`src/pkg/csp_pkg.sv`:
```
// constants shared by both ends of the crosspoint programming link
// assumes: nothing beyond a SystemVerilog compiler
package csp_pkg;
  // ------------------------------------------------------------
  // matrix geometry
  // ------------------------------------------------------------
  localparam int NUM_OUT    = 8;
  localparam int SEL_W      = 4;
  localparam int SLOT_W     = 5;
  localparam int SLOT_OFF   = 4;
  localparam int FRAME_BITS = 40;
  localparam int WORD_BITS  = 8;
  localparam int CNT_W      = 6;

  // addressed word layout, bit 0 shifted first
  localparam int WA_LSB = 0;
  localparam int WA_W   = 3;
  localparam int WS_LSB = 3;
  localparam int WO_BIT = 7;

  localparam logic [CNT_W-1:0] WORD_LAST  = CNT_W'(WORD_BITS - 1);
  localparam logic [CNT_W-1:0] FRAME_LAST = CNT_W'(FRAME_BITS - 1);

  // ------------------------------------------------------------
  // override values
  // ------------------------------------------------------------
  localparam logic [SEL_W-1:0] RST_SEL = 4'h0;
  localparam logic             RST_OFF = 1'b1;
  localparam logic [SEL_W-1:0] BC_SEL  = 4'h0;
  localparam logic             BC_OFF  = 1'b0;

  // ------------------------------------------------------------
  // controller registers (byte offsets) and control bits
  // ------------------------------------------------------------
  localparam logic [7:0] CTRL_OFS = 8'h00;
  localparam logic [7:0] DLO_OFS  = 8'h04;
  localparam logic [7:0] DHI_OFS  = 8'h08;
  localparam logic [7:0] STAT_OFS = 8'h0c;
  localparam logic [7:0] RX_OFS   = 8'h10;
  localparam int CB_START = 0;
  localparam int CB_MODE  = 1;
  localparam int CB_CFG   = 2;
  localparam int CB_RST   = 3;
  localparam int CB_BC    = 4;
  localparam int DHI_W    = FRAME_BITS - 32;

  // serial clock half period in pclk cycles
  localparam int HALF_DEF = 4;
endpackage

```
`src/pkg/csp_link_if.sv`:
```
// serial programming link between controller and crosspoint
// assumes: testbench connects both ends of link and drives the signals of link_b directly
`timescale 1ns/1ps
interface csp_link_if;
  logic sclk;             // serial clock, made by controller
  logic cs_n;             // select, active low
  logic din;              // controller to device data
  logic dout;             // device shift output, chain data
  logic mode;             // 1 addressed word, 0 full frame
  logic cfg;              // configure strobe, active high
  logic rst;              // level reset of the matrix
  logic broadcast_input0; // level, all outputs on input 0

  // controller end
  modport ctrl (
    output sclk, cs_n, din, mode, cfg, rst, broadcast_input0,
    input  dout
  );
  // device end
  modport dev (
    input  sclk, cs_n, din, mode, cfg, rst, broadcast_input0,
    output dout
  );
endinterface // csp_link_if

```
`src/logic/csp_ctrl.sv`:
```
// crosspoint programming controller, the far end of the link
// assumes: APB master on pclk; sclk derived here by a divider
//
// Design decisions made here: the placing of the registers and the APB slave port.
`timescale 1ns/1ps
module csp_ctrl import csp_pkg::*; #(
  parameter int HALF = HALF_DEF
) (
  // clock and reset
  input  logic        pclk,
  input  logic        presetn,
  // apb slave
  input  logic [7:0]  paddr,
  input  logic        psel,
  input  logic        penable,
  input  logic        pwrite,
  input  logic [31:0] pwdata,
  output logic [31:0] prdata,
  output logic        pready,
  output logic        pslverr,
  // link to the crosspoint
  csp_link_if.ctrl    link
);

  // ------------------------------------------------------------
  // state
  // ------------------------------------------------------------
  typedef enum {ST_IDLE, ST_SEL, ST_HIGH, ST_LOW, ST_CSH,
                ST_LAST, ST_END, ST_CFG} csp_state_t;

  typedef struct packed {
    csp_state_t            st;
    logic [7:0]            div;
    logic [CNT_W-1:0]      idx;
    logic                  mode;
    logic                  cfg_req;
    logic [FRAME_BITS-1:0] data;
    logic [FRAME_BITS-1:0] rx;
    logic [1:0]            dsync;
    logic                  sclk;
    logic                  cs_n;
    logic                  din;
    logic                  cfg;
    logic                  rst;
    logic                  bc;
    logic                  pready;
    logic                  pslverr;
    logic [31:0]           prdata;
  } csp_ctrl_t;

  csp_ctrl_t r_reg;
  csp_ctrl_t r_next;
  logic      tick;
  logic      last;

  // decode of mapped offsets
  function automatic logic mapped(input logic [7:0] a);
    return a == CTRL_OFS || a == DLO_OFS || a == DHI_OFS ||
           a == STAT_OFS || a == RX_OFS;
  endfunction

  // half period elapsed
  assign tick = r_reg.div == 8'(HALF - 1);
  assign last = r_reg.idx == (r_reg.mode ? WORD_LAST : FRAME_LAST);

  // ------------------------------------------------------------
  // next state
  // ------------------------------------------------------------
  always_comb begin
    r_next = r_reg;
    // dout crosses in through two flops, only stage 2 is read
    r_next.dsync = {r_reg.dsync[0], link.dout};
    r_next.div   = (r_reg.st == ST_IDLE || tick) ? 8'h00 : r_reg.div + 8'h01;
    // apb: one wait cycle, then a registered answer
    r_next.pready  = 1'b0;
    r_next.pslverr = 1'b0;
    if (psel && penable && !r_reg.pready) begin
      r_next.pready  = 1'b1;
      r_next.pslverr = !mapped(paddr);
      case (paddr)
        CTRL_OFS: r_next.prdata = {27'h0, r_reg.bc, r_reg.rst, r_reg.cfg_req, r_reg.mode, 1'b0};
        DLO_OFS:  r_next.prdata = r_reg.data[31:0];
        DHI_OFS:  r_next.prdata = {24'h0, r_reg.data[FRAME_BITS-1:32]};
        STAT_OFS: r_next.prdata = {31'h0, r_reg.st != ST_IDLE};
        RX_OFS:   r_next.prdata = r_reg.rx[31:0];
        default:  r_next.prdata = 32'h0;
      endcase
    end
    // writes take effect on the edge that sees pready high
    if (psel && penable && r_reg.pready && pwrite) begin
      case (paddr)
        CTRL_OFS: begin
          r_next.rst = pwdata[CB_RST];
          r_next.bc  = pwdata[CB_BC];
          // start and strobe are refused while busy
          if (r_reg.st == ST_IDLE) begin
            if (pwdata[CB_START]) begin
              r_next.st      = ST_SEL;
              r_next.mode    = pwdata[CB_MODE];
              r_next.cfg_req = pwdata[CB_CFG];
              r_next.idx     = '0;
              r_next.cs_n    = 1'b0;
            end else if (pwdata[CB_CFG]) begin
              r_next.st  = ST_CFG;
              r_next.cfg = 1'b1;
            end
          end
        end
        DLO_OFS: r_next.data[31:0] = pwdata;
        DHI_OFS: r_next.data[FRAME_BITS-1:32] = pwdata[DHI_W-1:0];
        default: ;
      endcase
    end
    // serial sequencer, advances once per half period
    if (tick) begin
      case (r_reg.st)
        ST_SEL: begin
          r_next.st   = ST_HIGH;
          r_next.sclk = 1'b1;
          r_next.din  = r_reg.data[r_reg.idx];
        end
        ST_HIGH: begin
          r_next.st   = ST_LOW;
          r_next.sclk = 1'b0;
        end
        ST_LOW: begin
          r_next.rx = {r_reg.dsync[1], r_reg.rx[FRAME_BITS-1:1]};
          if (last) begin
            r_next.st   = ST_CSH;
            r_next.cs_n = 1'b1;
          end else begin
            r_next.st   = ST_HIGH;
            r_next.idx  = r_reg.idx + CNT_W'(1);
            r_next.sclk = 1'b1;
            r_next.din  = r_reg.data[r_reg.idx + CNT_W'(1)];
          end
        end
        ST_CSH: begin
          r_next.st   = ST_LAST;
          r_next.sclk = 1'b1;
        end
        ST_LAST: begin
          r_next.st   = ST_END;
          r_next.sclk = 1'b0;
        end
        ST_END: begin
          // strobe only after every bit is in
          r_next.st  = r_reg.cfg_req ? ST_CFG : ST_IDLE;
          r_next.cfg = r_reg.cfg_req;
        end
        ST_CFG: begin
          r_next.st  = ST_IDLE;
          r_next.cfg = 1'b0;
        end
        default: r_next.st = ST_IDLE;
      endcase
    end
  end

  // ------------------------------------------------------------
  // registers
  // ------------------------------------------------------------
  always_ff @(posedge pclk or negedge presetn) begin
    if (!presetn) begin
      r_reg      <= '0;
      r_reg.st   <= ST_IDLE;
      r_reg.cs_n <= 1'b1;
    end else begin
      r_reg <= r_next;
    end
  end

  // outputs, all from flops
  assign prdata                = r_reg.prdata;
  assign pready                = r_reg.pready;
  assign pslverr               = r_reg.pslverr;
  assign link.sclk             = r_reg.sclk;
  assign link.cs_n             = r_reg.cs_n;
  assign link.din              = r_reg.din;
  assign link.mode             = r_reg.mode;
  assign link.cfg              = r_reg.cfg;
  assign link.rst              = r_reg.rst;
  assign link.broadcast_input0 = r_reg.bc;

endmodule // csp_ctrl

```
`src/flat_wrapper.sv`:
```
// flat-port wrapper written by rule: the top's interface ports become plain ports
module csp_ctrl_flat import csp_pkg::*;
#(
  parameter int HALF = HALF_DEF
)
  (pclk, presetn, paddr, psel, penable, pwrite, pwdata, prdata, pready, pslverr, link_sclk, link_cs_n, link_din, link_mode, link_cfg, link_rst, link_broadcast_input0, link_dout);
  csp_link_if link_i ();
  input  logic pclk;
  input  logic presetn;
  input  logic [7:0] paddr;
  input  logic psel;
  input  logic penable;
  input  logic pwrite;
  input  logic [31:0] pwdata;
  output logic [31:0] prdata;
  output logic pready;
  output logic pslverr;
  output wire logic [$bits(link_i.sclk)-1:0] link_sclk;
  output wire logic [$bits(link_i.cs_n)-1:0] link_cs_n;
  output wire logic [$bits(link_i.din)-1:0] link_din;
  output wire logic [$bits(link_i.mode)-1:0] link_mode;
  output wire logic [$bits(link_i.cfg)-1:0] link_cfg;
  output wire logic [$bits(link_i.rst)-1:0] link_rst;
  output wire logic [$bits(link_i.broadcast_input0)-1:0] link_broadcast_input0;
  input wire logic [$bits(link_i.dout)-1:0] link_dout;
  assign link_sclk = link_i.sclk;
  assign link_cs_n = link_i.cs_n;
  assign link_din = link_i.din;
  assign link_mode = link_i.mode;
  assign link_cfg = link_i.cfg;
  assign link_rst = link_i.rst;
  assign link_broadcast_input0 = link_i.broadcast_input0;
  assign link_i.dout = link_dout;
  csp_ctrl #(.HALF(HALF)) u_core (.pclk(pclk), .presetn(presetn), .paddr(paddr), .psel(psel), .penable(penable), .pwrite(pwrite), .pwdata(pwdata), .prdata(prdata), .pready(pready), .pslverr(pslverr), .link(link_i));
endmodule
```
`config.mk`:
```
export PLATFORM = sky130hd
export DESIGN_NAME = csp_ctrl_flat
export DESIGN_NICKNAME = d
export VERILOG_FILES = /design/src/pkg/csp_pkg.sv /design/src/pkg/csp_link_if.sv /design/src/logic/csp_ctrl.sv /design/src/flat_wrapper.sv
export SDC_FILE = /design/constraint.sdc
export NUM_CORES = 1
export LEC_CHECK = 0
export BUFFER_PORTS_ARGS = -buffer_cell sky130_fd_sc_hd__buf_2
export CAP_MARGIN = 5
export CORE_UTILIZATION = 30
export CTS_BUF_LIST = sky130_fd_sc_hd__clkbuf_4
export CTS_CLUSTER_SIZE = 12
export DETAILED_ROUTE_END_ITERATION = 8
export GPL_ROUTABILITY_DRIVEN = 0
export SETUP_SLACK_MARGIN = 0.15
export SLEW_MARGIN = 20
export SYNTH_ARGS = -nofsm -noshare
export SYNTH_HDL_FRONTEND = slang
export SYNTH_SLANG_ARGS = --single-unit
```
`constraint.sdc`:
```
create_clock -name pclk -period 6.4 [get_ports pclk]
set_input_delay 0.32 -clock pclk [delete_from_list [all_inputs] [get_ports pclk]]
set_output_delay 0.32 -clock pclk [all_outputs]
set_load 0.05 [all_outputs]
```
Word-level counts from Yosys, hierarchy flattened
Cells that the tools add are included.
W data, S select, Z words.

word-level totals
  bits in registers = 170
  output and inout bits = 41

cells by class
  $add $sub $neg = 2
  magnitude comparators = 2
  eq/ne operators = 14
  mux-type cells = 43
  reduce and logical (&&, ||, !) cells = 30

operator list
  cell                   number
  $mux W32               7
  $pmux W32 S6           1
  $pmux W32 S5           1
  $eq A32 B3 Y1 const B  4
  $eq A32 B2 Y1 const B  2
  $mux W48               1
  $mux W8                5
  $mux W34               1
  $eq A32 B1 Y1 const B  1
  $logic_not A32 Y1      1
  $reduce_bool A32 Y1    1
  $mux W6                4
  $eq A8 B4 Y1 const B   2
  $mux W3                5
  $lt A6 B7 Y1 const B   2
  $mux W1                13
  $bmux W1 S6            2
  $add A8 B1 Y8 const B  1
  $eq A8 B2 Y1 const B   1
  $eq A8 B3 Y1 const B   1
  $eq A8 B5 Y1 const B   1
  $logic_not A8 Y1       1
  $reduce_and A2 Y1      4
  $reduce_and A4 Y1      2
  12 further kinds       27

Depth between registers and ports, before layout
Gate-level depths: netlist (run 1).

  depth in word-level cells = 7
  mapped depth = 9
  depth with buffers taken out = 7

Worst setup path after synthesis (run 1)
OpenSTA, ideal clock, no wires.

  path type = reg2reg
  start point = register u_core.r_reg[125] (netlist bit)
  end point = register u_core.r_reg (netlist bit u_core.link.din)
  setup time = 0.126 ns
  arrival = 2.302 ns
  data required time = 6.274 ns
  setup slack = 3.972 ns
  stages on the path, launching flop included = 8
  path buffers = 1
  clock period less this slack = 2.428 ns
  path through = dfrtp_1 -> ha_1 -> buf_2 -> mux4_2 -> mux2_2 -> o221ai_2 -> or4b_1 -> o311a_1

on the way
  word-level cells in the longest chain between the ends = 5
  elaborated cells between the ends (all ways) = 10
  those cells by class = 1 x add/sub; 2 x eq/ne; 6 x mux; 1 x reduce/logical

ends and longest elaborated chain
  element                        RTL line         source
  start: declaration             csp_ctrl.sv:51   csp_ctrl_t r_reg;
  start signal: assignment       csp_ctrl.sv:169  r_reg <= r_next;
  $add A6 B1 Y6                  csp_ctrl.sv:135  r_next.din = r_reg.data[r_reg.idx + CNT_W'(1)];
  $bmux W1 S6                    csp_ctrl.sv:135
  $mux W1 (not written as such)  csp_ctrl.sv:135
  $mux W1                        csp_ctrl.sv:128  if (last) begin
  $pmux W1 S2                    csp_ctrl.sv:116  case (r_reg.st)

Several ways; a longest one is shown, not always the timed one. The select of a mux whose other input is x is not followed.
A chain may end at the register's enable or synchronous reset.

Worst setup path in the final report (run 1)
Same ends and word-level chain as after synthesis.

==> insert_results.sql, run 1 <==
INSERT INTO impl_metrics (metric_group, metric, value, unit) VALUES
('timing', 'period_needed', '3.130', 'ns'),
('finish', 'n_fill_cell', '2408', ''),
('setup_path', 'largest_fanout_of_any_net_on_the_critical_path', '14', ''),
('synth', 'synth.net_count', '725', ''),
('setup_path', 'path_cells', 'ha_1 > mux4_2 > mux2_2 > o221ai_2 > or4b_1 > o311a_1', ''),
('die', 'floorplan.die_area', '24400', 'um^2'),
('cts', 'cts_tree', 'built', ''),
('cts', 'worstSkewPairLatency', '0.55', 'ns'),
('synth', 'mappedNetlistArea', '7134', 'um^2'),
('die', 'overall_die_height', '156.2', 'um'),
('power_and_ir_drop', 'power.density', '275.0', 'nW/um^2'),
('cts', 'cts.sink_count', '141', ''),
('die', 'io_pins', '87', ''),
('drt', 'drc', '0', ''),
('finish', 'layout-drive-gt1-share', '0.2050', ''),
('finish', 'final-instance-count-excl-fill', '1076', ''),
('die', 'die_w', '156.2', 'um'),
('placed_design', 'detailed_place_hpwl', '11750', 'um'),
('synth', 'yosys.cell_types.count', '65', ''),
('setup_path', 'crit_path_max_incr_delay', '0.81', 'ns'),
('timing', 'final-max-slew-violation-count', '0', ''),
('timing', 'rsz0062_at_grt', 'no', ''),
('global_route', 'grt_start_max_net_pins', '74', ''),
('drt', 'drt_pre_antenna_iters', '5', ''),
('cts', 'cts.reportedPaths.clkPinSlew', '0.13', 'ns'),
('timing', 'report.final.setup_viol', '0', ''),
('synth', 'synth_enable_flop_cells', '0', ''),
('cts', 'post-cts-setup-buffers', '0', ''),
('setup_path', 'critPathArrivalTime', '3.58', 'ns'),
('synth', 'synth.avg_cell_area', '10.54', 'um^2'),
('finish', 'largest_reg_flops', '99', ''),
('drt', 'drt_wl_total', '17350', 'um'),
('die', 'initial_core_util', '0.3049', ''),
('synth', 'dominantRegCellSynth', 'sky130_fd_sc_hd__dfrtp_1', ''),
('timing', 'worst_pin_slew', '0.9280', 'ns'),
('drt', 'wl_per_cell', '16.12', 'um'),
('timing', 'skew_final', '0.02602', 'ns'),
('setup_path', 'required_arrival_time_at_the_worst_endpoint', '6.85', 'ns'),
('cts', 'cts_repair_resize_count', '0', ''),
('min_path', 'worstHoldPathType', 'in2reg', ''),
('finish', 'synthToLayoutAreaGrowth', '13.63', '%'),
('cts', 'cts-root-buf', 'sky130_fd_sc_hd__clkbuf_4', ''),
('finish', 'nNetsFinal', '791', ''),
('setup_path', 'timing.critical_path.slowest_stage_cell', 'sky130_fd_sc_hd__ha_1', ''),
('global_route', 'grt_antenna_before_repair', '1', ''),
('timing', 'holdWs', '0.06722', 'ns'),
('finish', 'sequential_cell_area', '3530', 'um^2'),
('setup_path', 'cp_top_family', 'multiplexers', ''),
('global_route', 'first_global_vias', '5126', ''),
('cts', 'cts_hold_buf', '32', ''),
('global_route', 'grt.total_usage', '0.1489', ''),
('setup_path', 'critical_path.startpoint_type', 'register', ''),
('cts', 'cts_made_buffers', '17', ''),
('synth', 'async_set_reset_flop_share_out_of_synthesis', '1.000', ''),
('cts', 'cts-root-to-sink-buffers', '2', ''),
('setup_path', 'reg2reg_slack', '3.27', 'ns'),
('synth', 'netlist_instances', '677', ''),
('global_route', 'grt_pass1_wl', '28030', 'um'),
('timing', 'fin_tns_setup', '0', 'ns'),
('drt', 'drt.antenna.violating_nets', '0', ''),
('power_and_ir_drop', 'vdd_ir_drop_max', '0.1690', 'mV'),
('setup_path', 'path_buf_inv', '0', ''),
('die', 'floorplan.rows', '56', ''),
('synth', 'ys_seq_area_frac', '0.4947', ''),
('die', 'placeableCoreArea', '23400', 'um^2'),
('placed_design', 'placedCellCount', '1011', ''),
('setup_path', 'timing.critical_path.to_type', 'register', ''),
('timing', 'final-hold-violation-count', '0', ''),
('drt', 'viasPerCell', '4.912', ''),
('timing', 'max_clk_rate', '0.3195', 'GHz'),
('synth', 'synth.yosys.warnings', '0', ''),
('timing', 'fin_crit_sh', '0.4890', ''),
('cts', 'cts_h_tree_lvls', '4', ''),
('outcome', 'run_status', 'finished clean', ''),
('global_route', 'grt_overflow', '0', ''),
('flow_run', 'max_cap_violations', '0', ''),
('timing', 'worst_slew_margin_rel', '0.3813', ''),
('power_and_ir_drop', 'power.static_leakage', '3.969', 'nW'),
('drt', 'dr_total_vias', '5285', ''),
('setup_path', 'crit_type', 'reg2reg', ''),
('drt', 'initialDrtViolationCount', '388', ''),
('finish', 'multi_input_comb_area', '3064', 'um^2'),
('placed_design', 'io_buffers', '86', ''),
('synth', 'postSynthRegisterBits', '141', '');
-- synth_stat cells (all sizes together) (4+ instances only) --
cell type	count	area, um^2
buf	55	397.9
and3	4	26.28
xor2	8	70.07
nor2	22	82.58
and2	4	25.03
nand2b	5	31.28
a21o	4	30.03
nand3	13	65.06
a222oi	7	70.07
a31oi	6	37.54
mux4	19	450.4
nand2	172	645.6
inv	5	18.77
mux2	48	540.5
a21oi	15	75.07
o21ai	43	215.2
nor3	4	25.02
mux2i	9	90.09
a22oi	24	180.2
dfrtp	140	3503
clkbuf	24	120.1
-- report_power, final --
part / switching (mW) / internal (mW) / leakage [nW] / total [mW]
clock: 0.356 / 0.210 / 0.141 / 0.566
sequential: 0.124 / 0.951 / 1.93 / 1.07
combinational: 0.338 / 0.251 / 1.90 / 0.589
total: 0.818 / 1.41 / 3.97 / 2.23
-- cells in the final DEF, fill, tap and decap left out, types with 4 or more instances in the layout --
cell                            count
sky130_fd_sc_hd__mux2_2             6
sky130_fd_sc_hd__dfrtp_1          140
sky130_fd_sc_hd__mux4_1             6
sky130_fd_sc_hd__a22oi_1           24
sky130_fd_sc_hd__nand2b_1           5
sky130_fd_sc_hd__inv_1              5
sky130_fd_sc_hd__dlygate4sd3_1     32
sky130_fd_sc_hd__mux2_1            42
sky130_fd_sc_hd__xor2_1             8
sky130_fd_sc_hd__a222oi_1           7
sky130_fd_sc_hd__o21ai_1            4
sky130_fd_sc_hd__o21ai_0           39
sky130_fd_sc_hd__nand2_1          172
sky130_fd_sc_hd__nand3_1           13
sky130_fd_sc_hd__a31oi_1            6
sky130_fd_sc_hd__mux2i_1            9
sky130_fd_sc_hd__nor2_1            22
sky130_fd_sc_hd__a21oi_1           15
sky130_fd_sc_hd__buf_4              8
sky130_fd_sc_hd__inv_6              5
sky130_fd_sc_hd__buf_2             85
sky130_fd_sc_hd__mux4_2            13
sky130_fd_sc_hd__clkbuf_4          19
sky130_fd_sc_hd__a21o_1             4
-- path summary, 6_finish.rpt --
| path | start | end | cells after the start |
|---|---|---|---|
| setup / recovery | u_core.r_reg[125]$_DFF_PN0_ | u_core.link.din$_DFFE_PN0P_ | 6 |
| hold / removal | pwdata[8] | u_core.r_reg[90]$_DFFE_PN0P_ | 2 |
| setup reg to reg | u_core.r_reg[125]$_DFF_PN0_ | u_core.link.din$_DFFE_PN0P_ | 6 |
| hold reg to reg | u_core.r_next[41]$_DFF_PN0_ | u_core.r_reg[41]$_DFF_PN0_ | 0 |
| max in group asynchronous | presetn | u_core.r_reg[89]$_DFFE_PN0P_ | 3 |
| min in group asynchronous | presetn | u_core.r_reg[135]$_DFF_PN0_ | 2 |
-- through the flow --
step | instance area, um^2 | power (mW) | utilization | setup WS [ns]
after floorplan | 7134 | 1.548 | - | 3.972
after global placement | 7512 | 1.656 | 0.3210 | 3.298
after detailed placement | 7512 | 1.667 | 0.3210 | 3.250
after CTS | 8104 | 2.256 | 0.3463 | 3.240
after global routing | 8107 | 2.365 | 0.3464 | 3.095
final | 8107 | 2.229 | 0.3464 | 3.270
-- routing by layer --
metal  wire, um  global-route usage  vias up  part of all wire
li1           -                   -     2485                 -
met2       8374              0.2394      122              0.48
met4        429             0.05929        0             0.025
met1       7797              0.1929     2647              0.45
met5          0                   0        -                 0
met3        748             0.03545       31             0.043
-- cell families (layout without fill, tap and decap cells) --
family	Yosys count	after routing	share of synthesized area
compound gates	120	120	0.1103
simple gates	242	242	0.1507
buf+inv	85	164	0.07576
mux	76	76	0.1515
xor+xnor	11	11	0.01351
other cells	0	1	0
flops	141	141	0.4947
fa+ha+maj	2	2	0.003507
-- layout make-up --
class / count / area share
clock inverters: 13 / 0.01590
inverters: 6 / 0.002778
clock buffers: 19 / 0.01760
flip-flops and latches: 141 / 0.4354
multi-input cells: 451 / 0.3780
well taps: 319 / 0.04924
diodes: 1 / 0.0003087
repair buffers: 126 / 0.1008
Note: power is estimated with default switching activity, not from simulation.
==> run 2, diff against run 1 <==
Clock period 6.4 ns to 2.6 ns, I/O delays scaled along.
==> run 2 against run 1 <==
Against the previous run: setup slack got worse by 3.1 ns; cell count increased by 2.0%; global-route usage increased by 0.37 points; maximum frequency increased by 30%; critical path depth increased by 1.
==> insert_results.sql, run 2 (same netlist as run 1, synthesis figures left out) <==
INSERT INTO impl_metrics (metric_group, metric, value, unit) VALUES
('outcome', 'run_status', 'finished clean', ''),
('finish', 'n_fill_cell', '2367', ''),
('timing', 'postLayoutSetupSlackWorst', '0.2000', 'ns'),
('setup_path', 'path_cells', 'ha_4 > buf_4 > mux4_2 > mux2i_1 > nor3b_1 > or4b_1 > o311a_1', ''),
('global_route', 'grt_overflow', '0', ''),
('die', 'floorplan.die_area', '24400', 'um^2'),
('finish', 'synthToLayoutAreaGrowth', '17.33', '%'),
('die', 'floorplan.rows', '56', ''),
('timing', 'skew_final', '0.01534', 'ns'),
('cts', 'cts.reportedPaths.clkPinSlew', '0.12', 'ns'),
('cts', 'cts.sink_count', '141', ''),
('setup_path', 'required_arrival_time_at_the_worst_endpoint', '3.05', 'ns'),
('placed_design', 'detailed_place_hpwl', '11800', 'um'),
('finish', 'mostFrequentLayoutCell', 'sky130_fd_sc_hd__nand2_1', ''),
('drt', 'dr_total_vias', '5293', ''),
('setup_path', 'timing.critical_path.to_type', 'register', ''),
('flow_run', 'max_cap_violations', '0', ''),
('placed_design', 'dp_slack', '0.1931', 'ns'),
('setup_path', 'cp_top_family', 'multiplexers', ''),
('global_route', 'first_global_vias', '5239', ''),
('finish', 'final_cell_mix', 'sky130_fd_sc_hd__nand2_1 (172), sky130_fd_sc_hd__dfrtp_1 (139), sky130_fd_sc_hd__buf_2 (85)', ''),
('finish', 'final-instance-count-excl-fill', '1097', ''),
('setup_path', 'critPathArrivalTime', '2.85', 'ns'),
('drt', 'wl_per_cell', '15.87', 'um'),
('timing', 'final-hold-violation-count', '0', ''),
('cts', 'cts_made_buffers', '17', ''),
('cts', 'worstSkewPairLatency', '0.56', 'ns'),
('power_and_ir_drop', 'power.density', '692.8', 'nW/um^2'),
('timing', 'rsz0062_at_grt', 'yes', ''),
('cts', 'cts_tree', 'built', ''),
('min_path', 'worstHoldPathType', 'in2reg', ''),
('drt', 'drt_pre_antenna_iters', '6', ''),
('drt', 'drt_wl_total', '17410', 'um'),
('cts', 'cts-root-buf', 'sky130_fd_sc_hd__clkbuf_4', ''),
('timing', 'fin_tns_setup', '0', 'ns'),
('die', 'io_pins', '87', ''),
('placed_design', 'io_buffers', '86', ''),
('global_route', 'grt_antenna_before_repair', '1', ''),
('drt', 'viasPerCell', '4.825', ''),
('die', 'initial_core_util', '0.3049', ''),
('setup_path', 'timing.critical_path.slowest_stage_cell', 'sky130_fd_sc_hd__mux4_2', ''),
('global_route', 'grt_start_max_net_pins', '61', ''),
('cts', 'post-cts-setup-buffers', '0', ''),
('setup_path', 'largest_fanout_of_any_net_on_the_critical_path', '5', ''),
('drt', 'drc', '0', ''),
('setup_path', 'crit_type', 'reg2reg', ''),
('setup_path', 'crit_path_max_incr_delay', '0.51', 'ns'),
('timing', 'fin_crit_sh', '0.9231', ''),
('finish', 'largest_reg_flops', '99', ''),
('die', 'placeableCoreArea', '23400', 'um^2'),
('timing', 'period_needed', '2.400', 'ns'),
('die', 'overall_die_height', '156.2', 'um'),
('cts', 'cts_h_tree_lvls', '4', ''),
('drt', 'drt.antenna.violating_nets', '0', ''),
('timing', 'final-max-slew-violation-count', '0', ''),
('global_route', 'grt.total_usage', '0.1526', ''),
('setup_path', 'critical_path.startpoint_type', 'register', ''),
('drt', 'initialDrtViolationCount', '413', ''),
('cts', 'cts-root-to-sink-buffers', '2', ''),
('finish', 'nNetsFinal', '812', ''),
('timing', 'worst_pin_slew', '0.5781', 'ns'),
('timing', 'report.final.setup_viol', '0', ''),
('finish', 'layout-drive-gt1-share', '0.2227', ''),
('global_route', 'grt_pass1_wl', '28940', 'um'),
('power_and_ir_drop', 'vdd_ir_drop_max', '0.3035', 'mV'),
('placed_design', 'placedCellCount', '1027', ''),
('timing', 'max_clk_rate', '0.4167', 'GHz'),
('power_and_ir_drop', 'power.static_leakage', '4.103', 'nW'),
('die', 'die_w', '156.2', 'um'),
('setup_path', 'path_buf_inv', '1', ''),
('timing', 'worst_slew_margin_rel', '0.6146', '');
run 2: cell types whose count changed in the layout (fill, tap and decap cells not counted), sizes merged, moves of 2 or more:
| cell | previous run | this run |
|---|---|---|
| buf | 94 | 110 |
| inv | 11 | 6 |
| clkinv | 4 | 7 |
| dlygate4sd3 | 32 | 37 |
| bufinv | 1 | 3 |
run 2: layout make-up:
class	count	area (um^2)	share of cell area
Sequential cell	141	3531	0.4218
Multi-Input combinational cell	451	3083	0.3683
Timing Repair Buffer	147	1037	0.1239
Tap cell	319	399.1	0.04768
Clock buffer	20	150.1	0.01794
Clock inverter	12	145.1	0.01734
Inverter	6	22.52	0.002691
Antenna cell	1	2.502	0.0002990
run 2: final timing paths:
check                                       startpoint                            to  slack (ns)  cells past startpoint
hold / removal                                paddr[3]  u_core.prdata[0]$_DFFE_PN0P_         0.1                      4
setup reg to reg           u_core.r_reg[124]$_DFF_PN0_   u_core.link.din$_DFFE_PN0P_        0.20                      7
max in group asynchronous                      presetn  u_core.r_reg[86]$_DFFE_PN0P_        1.71                      3
setup / recovery           u_core.r_reg[124]$_DFF_PN0_   u_core.link.din$_DFFE_PN0P_        0.20                      7
min in group asynchronous                      presetn   u_core.r_reg[137]$_DFF_PN0_        0.11                      2
hold reg to reg            u_core.r_next[41]$_DFF_PN0_    u_core.r_reg[41]$_DFF_PN0_        0.36                      0
run 2: tightest hold or removal path: stages:
cell and delay, ns:
sky130_fd_sc_hd__buf_2 0.12, sky130_fd_sc_hd__a32o_1 0.18, sky130_fd_sc_hd__a21oi_1 0.04, sky130_fd_sc_hd__o21ai_0 0.14
run 2: layer usage:
layer,wire length (um),vias up,GRT usage
li1,-,2526,-
met1,7978,2629,0.2006
met2,8232,110,0.2381
met3,762,28,0.04182
met4,437,0,0.05929
met5,0,-,0
run 2: repair_timing:
action / 4_1_cts / 5_1_grt
resized for setup: 0 / 7
setup endpoints to repair: 0 / 1
hold buffers: 37 / 0
hold endpoints to repair: 104 / 0
run 2: through the flow:
stage / utilization / hold WS, ns / power (mW) / instance area [um^2]
3_3_place_gp: 0.3277 / 0.1584 / 4.211 / 7670
2_1_floorplan: - / -0.1656 / 3.810 / 7134
3_5_place_dp: 0.3277 / 0.1562 / 4.243 / 7670
4_1_cts: 0.3562 / 0.07344 / 5.789 / 8335
6_report: 0.3577 / 0.09694 / 5.799 / 8371
5_1_grt: 0.3577 / 0.08327 / 6.185 / 8371
run 2: report_power, final:
part           internal [mW]  total, mW  switching, mW
Sequential              2.34       2.54          0.198
Clock                  0.691       1.49          0.801
Combinational          0.790       1.77          0.975
